## config.mk

```make
export PLATFORM = sky130hd
export DESIGN_NAME = acc_converter_control
export DESIGN_NICKNAME = d
export VERILOG_FILES = /design/src/hdl/acc_pkg.sv /design/src/hdl/acc_converter_control.sv
export SDC_FILE = /design/constraint.sdc
export NUM_CORES = 1
export LEC_CHECK = 0
export BUFFER_PORTS_ARGS = -buffer_cell sky130_fd_sc_hd__buf_2
export CELL_PAD_IN_SITES_DETAIL_PLACEMENT = 1
export CELL_PAD_IN_SITES_GLOBAL_PLACEMENT = 2
export CORE_MARGIN = 4
export CORE_UTILIZATION = 30
export CTS_CLUSTER_DIAMETER = 120
export DETAILED_ROUTE_END_ITERATION = 10
export GPL_TIMING_DRIVEN = 0
export HOLD_SLACK_MARGIN = 0.03
export PLACE_DENSITY_LB_ADDON = 0.25
export SLEW_MARGIN = 25
export SYNTH_ARGS = -nofsm -noshare
export SYNTH_HDL_FRONTEND = slang
export SYNTH_SLANG_ARGS = --single-unit
```

## constraint.sdc

```tcl
create_clock -name clk -period 2.7 [get_ports clk]
set_input_delay 0 -clock clk [delete_from_list [all_inputs] [get_ports clk]]
set_output_delay 0 -clock clk [all_outputs]
set_load 0.005 [all_outputs]
```

## src/hdl/acc_pkg.sv

```systemverilog
/*
  Shared constants for the analog conversion control block: register
  indices and the address width, field positions, reset values, clock
  divider ratios and the conversion sequence length.
  Assumes a 32-bit APB register bus with word-aligned registers.
*/
package acc_pkg;

  // Register indices; the byte address is four times the index
  localparam logic [9:0] IDX_CONTROL_0 = 10'h01f;
  localparam logic [9:0] IDX_CONTROL_1 = 10'h09f;
  localparam logic [9:0] IDX_RESULT_HIGH = 10'h01e;
  localparam logic [9:0] IDX_RESULT_LOW = 10'h09e;
  localparam logic [9:0] IDX_IRQ_STATUS = 10'h0a0;
  localparam logic [9:0] IDX_IRQ_CLEAR = 10'h0a1;
  localparam logic [9:0] IDX_IRQ_ENABLE = 10'h0a2;
  localparam int ADDR_W = 12;

  // Fields of conversion_control_0
  localparam int C0_CLK_LO = 6;
  localparam int C0_CHAN = 3;
  localparam int C0_GO = 2;
  localparam int C0_POWER = 0;
  // Fields of conversion_control_1
  localparam int C1_FORMAT = 7;
  localparam int C1_CLK_HI = 6;
  localparam int C1_PCFG = 0;
  // Bit of conversion_done_flag in status, clear and enable registers
  localparam int IRQ_DONE = 0;

  // Reset values
  localparam logic [7:0] CONTROL_0_RESET = 8'h00;
  localparam logic [7:0] CONTROL_1_RESET = 8'h00;
  localparam logic [7:0] PIN_MASK_RESET = 8'hff;

  // Conversion clock selection
  localparam logic [1:0] CLK_SEL_RC = 2'h3;
  localparam logic [6:0] RATIO_2 = 7'h02;
  localparam logic [6:0] RATIO_4 = 7'h04;
  localparam logic [6:0] RATIO_8 = 7'h08;
  localparam logic [6:0] RATIO_16 = 7'h10;
  localparam logic [6:0] RATIO_32 = 7'h20;
  localparam logic [6:0] RATIO_64 = 7'h40;

  // Result width and conversion sequence: 1 hold + 10 bits + 1 finish
  localparam int RESULT_W = 10;
  localparam int TAD_PER_CONVERSION = 12;
  localparam logic [3:0] TOP_BIT = 4'h9;
  localparam logic [2:0] SMALL_LAST_CHANNEL = 3'h4;

  typedef enum logic [1:0] {
    ACC_IDLE,
    ACC_HOLD,
    ACC_BITS,
    ACC_FINISH
  } acc_state_t;

endpackage

```

## src/hdl/acc_converter_control.sv

```systemverilog
/*
  Control logic of a 10-bit successive-approximation converter: APB
  register file, conversion clock selection, the twelve-period
  conversion sequence, result formatting and the done interrupt.
  Assumes an analog front end that follows channel_onehot, samples
  while sample_hold is high and drives comparator_pin high when the
  held input is at or above dac_trial; rc_clock_pin comes from the
  converter's own RC oscillator, asynchronous to clk.
*/
// The APB register port was left to the implementer.
// How it works
// RULE_01 - Each conversion yields a ten-bit result.
// RULE_02 - Five input channels on the small variant, eight on the large one.
// RULE_03 - References chosen among supply, ground and two reference pins.
// RULE_04 - Only the RC conversion clock keeps converting during sleep.
// RULE_05 - High select bit plus two-bit field choose divider or RC clock.
// RULE_06 - Channel field at bits 5..3 routes channel n to the converter.
// RULE_07 - Software avoids channel codes above 4 on the small variant.
// RULE_08 - Writing go while powered starts; go reads 1 during conversion.
// RULE_09 - Hardware clears go at completion; 0 means idle.
// RULE_10 - Power bit at bit 0 powers the converter; clear shuts it off.
// RULE_11 - Bit 1 of the first control register reads zero.
// RULE_12 - Implemented first-control bits are read/write and reset to zero.
// RULE_13 - Four registers: result high, result low, two control registers.
// RULE_14 - Completion loads result, clears go, sets done flag together.
// RULE_15 - Format bit picks right or left justification, unused bits zero.
// RULE_16 - A conversion lasts twelve conversion clock periods.
// RULE_17 - Go written while unpowered starts nothing.
`timescale 1ns/1ps
`default_nettype none
module acc_converter_control #(
  parameter bit LARGE_PACKAGE = 1'b1
) (
  input wire logic clk,
  input wire logic rst_n,
  input wire logic psel,
  input wire logic penable,
  input wire logic pwrite,
  input wire logic [acc_pkg::ADDR_W-1:0] paddr,
  input wire logic [31:0] pwdata,
  output logic [31:0] prdata,
  output logic pready,
  output logic pslverr,
  input wire logic sleep_mode,
  input wire logic rc_clock_pin,
  input wire logic comparator_pin,
  output logic irq,
  output logic converter_on,
  output logic [7:0] channel_onehot,
  output logic sample_hold,
  output logic [acc_pkg::RESULT_W-1:0] dac_trial,
  output logic [7:0] analog_pin_mask,
  output logic ref_high_pin_sel,
  output logic ref_low_pin_sel
);
  import acc_pkg::*;

  typedef struct packed {
    logic [1:0] clk_lo;
    logic [2:0] chan;
    logic go;
    logic power;
    logic fmt;
    logic clk_hi;
    logic [3:0] pcfg;
    logic [7:0] res_hi;
    logic [7:0] res_lo;
    logic done_flag;
    logic done_en;
    logic irq;
    logic pready;
    logic pslverr;
    logic [31:0] prdata;
    acc_state_t state;
    logic [3:0] bit_idx;
    logic [6:0] div_cnt;
    logic [RESULT_W-1:0] trial;
    logic comp_s1;
    logic comp_s2;
    logic rc_s1;
    logic rc_s2;
    logic rc_prev;
    logic [7:0] chan_hot;
    logic [7:0] pin_mask;
    logic ref_hi;
    logic ref_lo;
    logic sample;
  } acc_st_t;

  localparam acc_st_t ST_RESET = '{
    clk_lo: CONTROL_0_RESET[C0_CLK_LO +: 2],
    chan: CONTROL_0_RESET[C0_CHAN +: 3],
    go: CONTROL_0_RESET[C0_GO],
    power: CONTROL_0_RESET[C0_POWER],
    fmt: CONTROL_1_RESET[C1_FORMAT],
    clk_hi: CONTROL_1_RESET[C1_CLK_HI],
    pcfg: CONTROL_1_RESET[C1_PCFG +: 4],
    res_hi: 8'h00,
    res_lo: 8'h00,
    done_flag: 1'b0,
    done_en: 1'b0,
    irq: 1'b0,
    pready: 1'b0,
    pslverr: 1'b0,
    prdata: 32'h0000_0000,
    state: ACC_IDLE,
    bit_idx: 4'h0,
    div_cnt: 7'h00,
    trial: 10'h000,
    comp_s1: 1'b0,
    comp_s2: 1'b0,
    rc_s1: 1'b0,
    rc_s2: 1'b0,
    rc_prev: 1'b0,
    chan_hot: 8'h00,
    pin_mask: PIN_MASK_RESET,
    ref_hi: 1'b0,
    ref_lo: 1'b0,
    sample: 1'b0
  };

  acc_st_t r;
  acc_st_t n;

  logic [9:0] idx;
  logic access;
  logic wr_done;
  logic mapped;
  logic rc_sel;
  logic [6:0] ratio;
  logic div_tick;
  logic tad_tick;
  logic conv_done;
  logic start;
  logic abort;
  logic [RESULT_W-1:0] bit_mask;
  logic [RESULT_W-1:0] decided;
  logic [9:0] pin_cfg;

  // Word index from the byte address; low two bits are ignored
  assign idx = paddr[ADDR_W-1:2];
  assign access = psel & penable;
  assign wr_done = access & r.pready & pwrite;
  assign mapped = (idx == IDX_CONTROL_0) | (idx == IDX_CONTROL_1) |
                  (idx == IDX_RESULT_HIGH) | (idx == IDX_RESULT_LOW) |
                  (idx == IDX_IRQ_STATUS) | (idx == IDX_IRQ_CLEAR) |
                  (idx == IDX_IRQ_ENABLE);

  // Divider ratio from the high select bit and the two-bit field
  always_comb begin
    case ({r.clk_hi, r.clk_lo}) // [RULE_05]
      3'b000: ratio = RATIO_2;
      3'b001: ratio = RATIO_8;
      3'b010: ratio = RATIO_32;
      3'b100: ratio = RATIO_4;
      3'b101: ratio = RATIO_16;
      3'b110: ratio = RATIO_64;
      default: ratio = RATIO_2;
    endcase
  end
  assign rc_sel = (r.clk_lo == CLK_SEL_RC); // [RULE_05]

  // Pin function and reference routing: {analog mask, ref high, ref low}
  always_comb begin
    case (r.pcfg) // [RULE_03] [RULE_13]
      4'h0: pin_cfg = {8'hff, 1'b0, 1'b0};
      4'h1: pin_cfg = {8'hf7, 1'b1, 1'b0};
      4'h2: pin_cfg = {8'h1f, 1'b0, 1'b0};
      4'h3: pin_cfg = {8'h17, 1'b1, 1'b0};
      4'h4: pin_cfg = {8'h0b, 1'b0, 1'b0};
      4'h5: pin_cfg = {8'h03, 1'b1, 1'b0};
      4'h6: pin_cfg = {8'h00, 1'b0, 1'b0};
      4'h7: pin_cfg = {8'h00, 1'b0, 1'b0};
      4'h8: pin_cfg = {8'hf3, 1'b1, 1'b1};
      4'h9: pin_cfg = {8'h3f, 1'b0, 1'b0};
      4'ha: pin_cfg = {8'h37, 1'b1, 1'b0};
      4'hb: pin_cfg = {8'h33, 1'b1, 1'b1};
      4'hc: pin_cfg = {8'h13, 1'b1, 1'b1};
      4'hd: pin_cfg = {8'h03, 1'b1, 1'b1};
      4'he: pin_cfg = {8'h01, 1'b0, 1'b0};
      default: pin_cfg = {8'h01, 1'b1, 1'b1};
    endcase
  end

  // Trial bit under test and the value once the comparator has spoken
  assign bit_mask = 10'(10'h001 << r.bit_idx);
  assign decided = r.comp_s2 ? r.trial : (r.trial & ~bit_mask);

  // Next-state logic for the whole block
  always_comb begin
    n = r;
    conv_done = 1'b0;
    start = 1'b0;
    abort = 1'b0;
    div_tick = 1'b0;

    // Two-stage synchronisers; rc_prev only looks at the second stage
    n.comp_s1 = comparator_pin;
    n.comp_s2 = r.comp_s1;
    n.rc_s1 = rc_clock_pin;
    n.rc_s2 = r.rc_s1;
    n.rc_prev = r.rc_s2;

    // Oscillator divider runs only while converting
    if (r.state == ACC_IDLE) begin
      n.div_cnt = 7'h00;
    end else if (r.div_cnt == 7'(ratio - 7'h01)) begin
      n.div_cnt = 7'h00;
      div_tick = 1'b1;
    end else begin
      n.div_cnt = 7'(r.div_cnt + 7'h01);
    end
    // The oscillator stops in sleep; the RC clock keeps ticking
    tad_tick = rc_sel ? (r.rc_s2 & ~r.rc_prev) : (div_tick & ~sleep_mode); // [RULE_04]

    // Conversion sequence: hold, ten bit trials, finish
    case (r.state)
      ACC_IDLE: begin
        n.trial = 10'h000;
      end
      ACC_HOLD: begin
        if (tad_tick && rc_sel && r.bit_idx == 4'h0) begin
          // First RC edge falls anywhere in its period, so it only aligns the hold
          n.bit_idx = 4'h1; // [RULE_16]
        end else if (tad_tick) begin // [RULE_16]
          n.state = ACC_BITS;
          n.bit_idx = TOP_BIT;
          n.trial = 10'(10'h001 << TOP_BIT);
        end
      end
      ACC_BITS: begin
        if (tad_tick) begin // [RULE_01] [RULE_16]
          if (r.bit_idx == 4'h0) begin
            n.trial = decided;
            n.state = ACC_FINISH;
          end else begin
            n.bit_idx = 4'(r.bit_idx - 4'h1);
            n.trial = decided | 10'(10'h001 << 4'(r.bit_idx - 4'h1));
          end
        end
      end
      ACC_FINISH: begin
        if (tad_tick) begin
          conv_done = 1'b1;
        end
      end
      default: begin
        n.state = ACC_IDLE;
      end
    endcase

    // Completion: result pair, go and done flag change together
    if (conv_done) begin // [RULE_14]
      n.state = ACC_IDLE;
      n.go = 1'b0; // [RULE_09]
      if (r.fmt) begin // [RULE_15]
        n.res_hi = {6'h00, r.trial[9:8]};
        n.res_lo = r.trial[7:0];
      end else begin
        n.res_hi = r.trial[9:2];
        n.res_lo = {r.trial[1:0], 6'h00};
      end
    end

    // APB: one wait state, answer with pready in the second access cycle
    n.pready = access & ~r.pready;
    n.pslverr = access & ~r.pready & ~mapped;
    n.prdata = 32'h0000_0000;
    if (access & ~r.pready & ~pwrite) begin
      case (idx)
        IDX_CONTROL_0: n.prdata[7:0] = {r.clk_lo, r.chan, r.go, 1'b0, r.power}; // [RULE_11]
        IDX_CONTROL_1: n.prdata[7:0] = {r.fmt, r.clk_hi, 2'b00, r.pcfg};
        IDX_RESULT_HIGH: n.prdata[7:0] = r.res_hi;
        IDX_RESULT_LOW: n.prdata[7:0] = r.res_lo;
        IDX_IRQ_STATUS: n.prdata[IRQ_DONE] = r.done_flag;
        IDX_IRQ_ENABLE: n.prdata[IRQ_DONE] = r.done_en;
        default: n.prdata = 32'h0000_0000;
      endcase
    end

    // Register writes take effect at the edge that completes the access
    if (wr_done && idx == IDX_CONTROL_0) begin // [RULE_12]
      n.clk_lo = pwdata[C0_CLK_LO +: 2];
      n.chan = pwdata[C0_CHAN +: 3]; // [RULE_06]
      n.power = pwdata[C0_POWER]; // [RULE_10]
      if (!pwdata[C0_POWER] || !pwdata[C0_GO]) begin
        abort = 1'b1;
      end else if (r.state == ACC_IDLE) begin
        start = 1'b1; // [RULE_08] [RULE_17]
      end
    end
    if (wr_done && idx == IDX_CONTROL_1) begin
      n.fmt = pwdata[C1_FORMAT];
      n.clk_hi = pwdata[C1_CLK_HI];
      n.pcfg = pwdata[C1_PCFG +: 4];
    end
    if (wr_done && idx == IDX_IRQ_ENABLE) begin
      n.done_en = pwdata[IRQ_DONE];
    end

    // A control write with go or power clear ends the conversion; a completion in the same cycle still stores its result
    if (abort) begin // [RULE_10]
      n.go = 1'b0;
      n.state = ACC_IDLE;
    end else if (start) begin
      n.go = 1'b1; // [RULE_08]
      n.state = ACC_HOLD;
      n.bit_idx = 4'h0;
    end

    // Trial rests at zero whenever no conversion runs, completion included
    if (n.state == ACC_IDLE) begin
      n.trial = 10'h000;
    end

    // Sticky done flag; a completion in the clearing cycle still sets it
    n.done_flag = (r.done_flag & ~(wr_done && idx == IDX_IRQ_CLEAR && pwdata[IRQ_DONE])) |
                  conv_done;
    n.irq = n.done_flag & n.done_en;

    // Front end controls; channels above 4 are dead on the small variant
    n.chan_hot = 8'h00;
    if (n.power && (LARGE_PACKAGE || n.chan <= SMALL_LAST_CHANNEL)) begin // [RULE_02] [RULE_07]
      n.chan_hot = 8'(8'h01 << n.chan); // [RULE_06]
    end
    n.sample = n.power & (n.state == ACC_IDLE);
    n.pin_mask = pin_cfg[9:2];
    n.ref_hi = pin_cfg[1]; // [RULE_03]
    n.ref_lo = pin_cfg[0];
  end

  // State register; synchronous reset
  always_ff @(posedge clk) begin
    if (!rst_n) begin
      r <= ST_RESET;
    end else begin
      r <= n;
    end
  end

  // All outputs come straight from the state register
  assign prdata = r.prdata;
  assign pready = r.pready;
  assign pslverr = r.pslverr;
  assign irq = r.irq;
  assign converter_on = r.power; // [RULE_10]
  assign channel_onehot = r.chan_hot;
  assign sample_hold = r.sample;
  assign dac_trial = r.trial;
  assign analog_pin_mask = r.pin_mask;
  assign ref_high_pin_sel = r.ref_hi;
  assign ref_low_pin_sel = r.ref_lo;

endmodule
`default_nettype wire

```

==> out/results.ini, run 1 <==
[status]
status=complete, no violations

[power]
ir_worst_vdd_uv=313
p_per_area_nw_per_um2=606
total_power_mw=3.59
p_leak_nw=2.28

[critical_path]
start_kind=flip-flop
rr_worst_depth=9
critPathKind=flip-flop to flip-flop
crit_arrival_ns=2.76
crit_fanout=10
required_ns=2.90
cp-end-kind=flip-flop

[floorplan]
dieArea_um2=18000
row_count=45
io_pins=117
die_h_um=134
die_x_um=134
fp.coreArea_um2=15400
start_util_pct=31.0

[clock_network]
cts_buffer_depth=2
cts-buffers-inserted=9
cts_sinks=88
clk_latency_ns=0.35
cts-root-buf=clkbuf_16
clk_pin_slew_worst_paths_ns=0.07
postCtsSetupRepairBufs=0
cts_max_level=3
cts_tree=built

[routing]
routedLengthMet1_mm=6.57
wl_per_cell_um=16.1
drtIter0Drc=219
met3_length_um=559
ant_nets=0
via_per_inst=4.83
wl_met2_mm=7.09
highest-signal-layer=met4
vias=4322
routed_wl_mm=14.4
drt_pass1_iterations=4
drcViolationCount=0

[finish]
final_cell_mix=85 x dfxtp_1, 68 x buf_2, 62 x nand2_1
area_growth_pct=24.2
nNetsFinal=747
num-fill-cells=1902
drive_gt1_share_pct=25.4
antenna_cells=0
multiInputGateArea_um2=2510
mostFrequentLayoutCell=dfxtp_1
seqCellArea_um2=1770
design_area_um2=5920

[min_path]
holdPathStages=4
hold_path_class=input port to flip-flop

[placement]
io_buffers=65
placed_cell_area_um2=5440
dp_hpwl_mm=10.7
place_congestion=0.789

[sta]
setup_viol=0
hold_viol_final=0
worstMarginPinSlew_ns=0.997
max_freq_mhz=390
holdWs_ns=0.0781
drv_slew=0
finClkSkew_ns=0.00812
period_share_pct=94.9
fin_crit_ns=2.56
timing.slew.headroom_pct=33.0

[yosys]
synth_area_um2=4760
synth-seq-cells=88
synthArstFlopShare_pct=0
syn_inst=568
ys_types=66
ys_warn_count=0
synth_edf_count=0
ys.flop_type=dfxtp_1
avgSynthCellArea_um2=8.39
ys_seq_area_share_pct=37.0

[global_route]
grt_start_max_net_pins=17
grt_pass1_vias=4299
antenna_found_initial=0
grt_use_total_pct=16.0
grt_pass1_wl_mm=23.1
grt_overflow_total=0

[flow_run]
drv_cap=0

-- per-stage QoR --
stage / utilization (%) / setup slack (ns) / instances / setup TNS [ns]
finish: 38.5 / 0.139 / 895 / 0
global route: 38.5 / -0.0142 / 895 / -0.0142
CTS: 38.3 / 0.0359 / 896 / 0
detailed placement: 35.4 / -0.192 / 867 / -1.83
global placement: 35.4 / -0.121 / 867 / -0.937
floorplan: - / 0.326 / 591 / 0
-- logic make-up (layout without fill, tap and decap cells) --
kind of cell,count (synthesis),in the layout,share of synthesized area [%]
AND/OR/NAND/NOR,219,219,23.7
buffers and inverters,102,195,13.0
adder cells (fa/ha/maj),16,16,4.20
AO/OA/AOI/OAI,121,121,17.4
multiplexers,15,15,3.47
XOR/XNOR,6,6,1.10
flip-flops,88,88,37.0
other,1,24,0.0787
-- Yosys cell counts (4+ instances only) --
cell	n	share of area (%)
and2_1	7	0.92
o31ai_1	4	0.63
a221oi_1	4	0.74
inv_1	15	1.2
nor2_1	48	3.8
nand4_1	6	0.79
a22oi_1	16	2.5
a21oi_1	35	3.7
nor2b_1	6	0.79
a211oi_1	10	1.6
o21ai_0	18	1.9
nand3_1	17	1.8
clkbuf_1	21	1.7
dfxtp_1	88	37
mux2i_1	12	2.5
buf_4	60	9.5
a31oi_1	6	0.79
o31a_1	4	0.74
ha_1	16	4.2
nor3b_1	9	1.4
nor3_1	22	2.3
nand3b_1	13	2.0
nand2_1	62	4.9
-- routing by layer --
layer | up-vias | track usage, %
met1 | 2077 | 20.3
met2 | 80 | 28.0
met5 | - | 0
met4 | 0 | 4.81
met3 | 11 | 2.40
li1 | 2154 | -
-- power breakdown --
group          switching [mW]  total (mW)  internal [mW]
Combinational           0.590       0.925          0.336
Clock                   0.581        1.31          0.728
Sequential             0.0309        1.35           1.32
Total                    1.20        3.59           2.39
-- flip-flops by register name, indices dropped and copies added (netlist names) --
signal	flops
r	45
dac_trial	10
channel_onehot	8
prdata	8
analog_pin_mask	7
n	3
converter_on	1
irq	1
pready	1
pslverr	1
ref_high_pin_sel	1
ref_low_pin_sel	1
sample_hold	1
-- worst max-delay path, cell delays in order (launching register included) --
cell and delay, ns:
dfxtp_1 0.42, inv_1 0.12, ha_1 0.32, a211o_1 0.35
a21oi_2 0.24, a211oi_1 0.12, a311o_1 0.37, a32oi_2 0.21
buf_6 0.18, a211oi_1 0.06
-- final timing paths --
check	startpoint	to	slack, ns
setup / recovery	r[46]	dac_trial[8]	0.14
setup reg to reg	r[46]	dac_trial[8]	0.14
hold / removal	penable	pready	0.08
hold reg to reg	n[20]	n[19]	0.45
-- cell type report --
| type | instances | area share, % |
|---|---|---|
| timing repair buffer | 78 | 7.70 |
| tap | 211 | 4.46 |
| multi-input combinational | 401 | 42.4 |
| buffer | 86 | 9.56 |
| sequential | 88 | 29.8 |
| inverter | 15 | 0.952 |
| clock buffer | 9 | 3.81 |
| clock inverter | 7 | 1.31 |
-- what timing repair did --
item | CTS | global route
pin swaps | 0 | 1
hold buffers | 13 | 0
hold endpoints to repair | 18 | 0
setup endpoints to repair | 17 | 25
resized for setup | 7 | 11
(Power assumes the default switching activity.)
==> run 2, diff against run 1 <==
Settings changed: CAP_MARGIN set to 20, RECOVER_POWER set to 50.
==> out/results.ini, run 2 (synthesis results as in run 1) <==
[sta]
worstMarginPinSlew_ns=1.13  ; +0.131 ns
setup_viol=0  ; unchanged
final.setup.worst_slack_ns=0.142  ; +0.00297 ns
timing.slew.headroom_pct=24.2  ; -8.8 points
hold_viol_final=0  ; unchanged
drv_slew=0  ; unchanged
max_freq_mhz=391  ; +0.12%
period_share_pct=94.7  ; -0.11 points
fin_crit_ns=2.56  ; -0.00297 ns
finClkSkew_ns=0.00831  ; +0.000193 ns

[global_route]
grt_pass1_wl_mm=23.1  ; unchanged
antenna_found_initial=0  ; unchanged
grt_pass1_vias=4299  ; unchanged
grt_overflow_total=0  ; unchanged
grt_use_total_pct=16.0  ; unchanged
grt_start_max_net_pins=17  ; unchanged

[clock_network]
cts_buffer_depth=2  ; unchanged
cts_tree=built
clk_pin_slew_worst_paths_ns=0.07  ; about the same
clk_latency_ns=0.35  ; about the same
cts-buffers-inserted=9  ; unchanged
cts_sinks=88  ; unchanged
cts_max_level=3  ; unchanged
cts-root-buf=clkbuf_16

[power]
ir_worst_vdd_uv=307  ; -2.0%
p_leak_nw=2.21  ; -2.8%
p_per_area_nw_per_um2=608  ; +0.24%
total_power_mw=3.58  ; -0.12%

[floorplan]
start_util_pct=31.0  ; unchanged
row_count=45  ; unchanged
dieArea_um2=18000  ; unchanged
die_x_um=134  ; unchanged
die_h_um=134  ; unchanged
io_pins=117  ; unchanged
fp.coreArea_um2=15400  ; unchanged

[critical_path]
cp_slowest_cell=dfxtp_1
start_kind=flip-flop
required_ns=2.89  ; about the same
crit_fanout=10  ; unchanged
critPathMaxStageDelay_ns=0.42  ; about the same
cp-end-kind=flip-flop
crit_arrival_ns=2.75  ; about the same
crit_chain=inv_1, ha_1, a211o_1, a21oi_2, a211oi_1, a311o_1, a32oi_2, buf_6, a211oi_1
cp.buffers_inverters=2  ; unchanged
critPathKind=flip-flop to flip-flop
cpMostUsedCell=a211oi_1
cpLargestDelayFamily=compound AO/OA/AOI/OAI gates

[finish]
top_register=r
mostFrequentLayoutCell=dfxtp_1
nNetsFinal=747  ; unchanged
area_growth_pct=23.7
final_cell_mix=85 x dfxtp_1, 62 x nand2_1, 55 x buf_2
antenna_cells=0  ; unchanged
design_area_um2=5900  ; -0.36%
largest_reg_flops=45  ; unchanged
drive_gt1_share_pct=23.4  ; -2.0 points

[routing]
drcViolationCount=0  ; unchanged
wl_per_cell_um=16.1  ; +0.15%
vias=4332  ; +0.23%
routed_wl_mm=14.4  ; +0.15%
via_per_inst=4.84  ; +0.23%
drt_pass1_iterations=4  ; unchanged
ant_nets=0  ; unchanged
drtIter0Drc=210  ; -4.1%

[placement]
io_buffers=65  ; unchanged
placed_cell_area_um2=5440  ; unchanged
pre_cts_ws_ns=-0.192  ; unchanged
place_congestion=0.789  ; unchanged
dp_hpwl_mm=10.7  ; unchanged

[min_path]
hold_path_class=input port to flip-flop

[status]
status=complete, no violations

[flow_run]
drv_cap=0  ; unchanged

-- run 2: cell types whose count changed in the layout (fill, tap and decap cells not counted), sizes merged --
cell,previous run,this run
clkbuf,29,67
buf,131,93
-- run 2: report_power, final --
part,leakage [nW],internal (mW),switching (mW)
Clock,0.147,0.728,0.576
Sequential,0.712,1.32,0.0310
Combinational,1.35,0.335,0.590
-- run 2: final cells by class --
cell class	count	area (um2)
fillers	1910	9480
clock inverters	7	77.6
well taps	211	264
flip-flops and latches	88	1770
clock buffers	9	225
repair buffers	78	439
plain buffers	86	566
inverters	15	56.3
multi-input cells	401	2500
-- run 2: per-layer routing --
layer	share of wire, %	vias up	global-route usage, %
met3	3.7	8	2.40
met1	46	2088	20.3
met2	49	80	28.0
met4	0.90	0	4.81
li1	-	2156	-
met5	0	-	0
-- run 2: path summary, 6_finish.rpt --
| path | from | end | slack, ns | depth (start not counted) |
|---|---|---|---|---|
| worst max-delay path | r[46] | dac_trial[8] | 0.14 | 9 |
| worst min-delay path | penable | pready | 0.08 | 4 |
| worst max register to register | r[46] | dac_trial[8] | 0.14 | 9 |
| worst min register to register | n[20] | n[19] | 0.45 | 1 |
-- run 2: what timing repair did --
item,4_1_cts,5_1_grt
setup endpoints to repair,17,25
gates cloned,0,0
hold buffers,13,0
gates resized for setup,7,11
buffers inserted,0,0
hold endpoints to repair,18,0
pin swaps,0,1
-- run 2: per-stage QoR --
| step | hold slack (ns) | utilization (%) | std cells | setup TNS [ns] |
|---|---|---|---|---|
| after global placement | 0.213 | 35.4 | 867 | -0.937 |
| after global routing | 0.119 | 38.4 | 895 | -0.0142 |
| after CTS | 0.0642 | 38.3 | 896 | 0 |
| after floorplan | 0.0793 | - | 591 | 0 |
| after detailed placement | 0.219 | 35.4 | 867 | -1.83 |
| final | 0.0827 | 38.4 | 895 | 0 |
-- run 2: tightest hold or removal path, cell delays in order --
cell and delay, ns:
buf_2 0.10, nand2_1 0.07, or3_1 0.16, inv_1 0.05
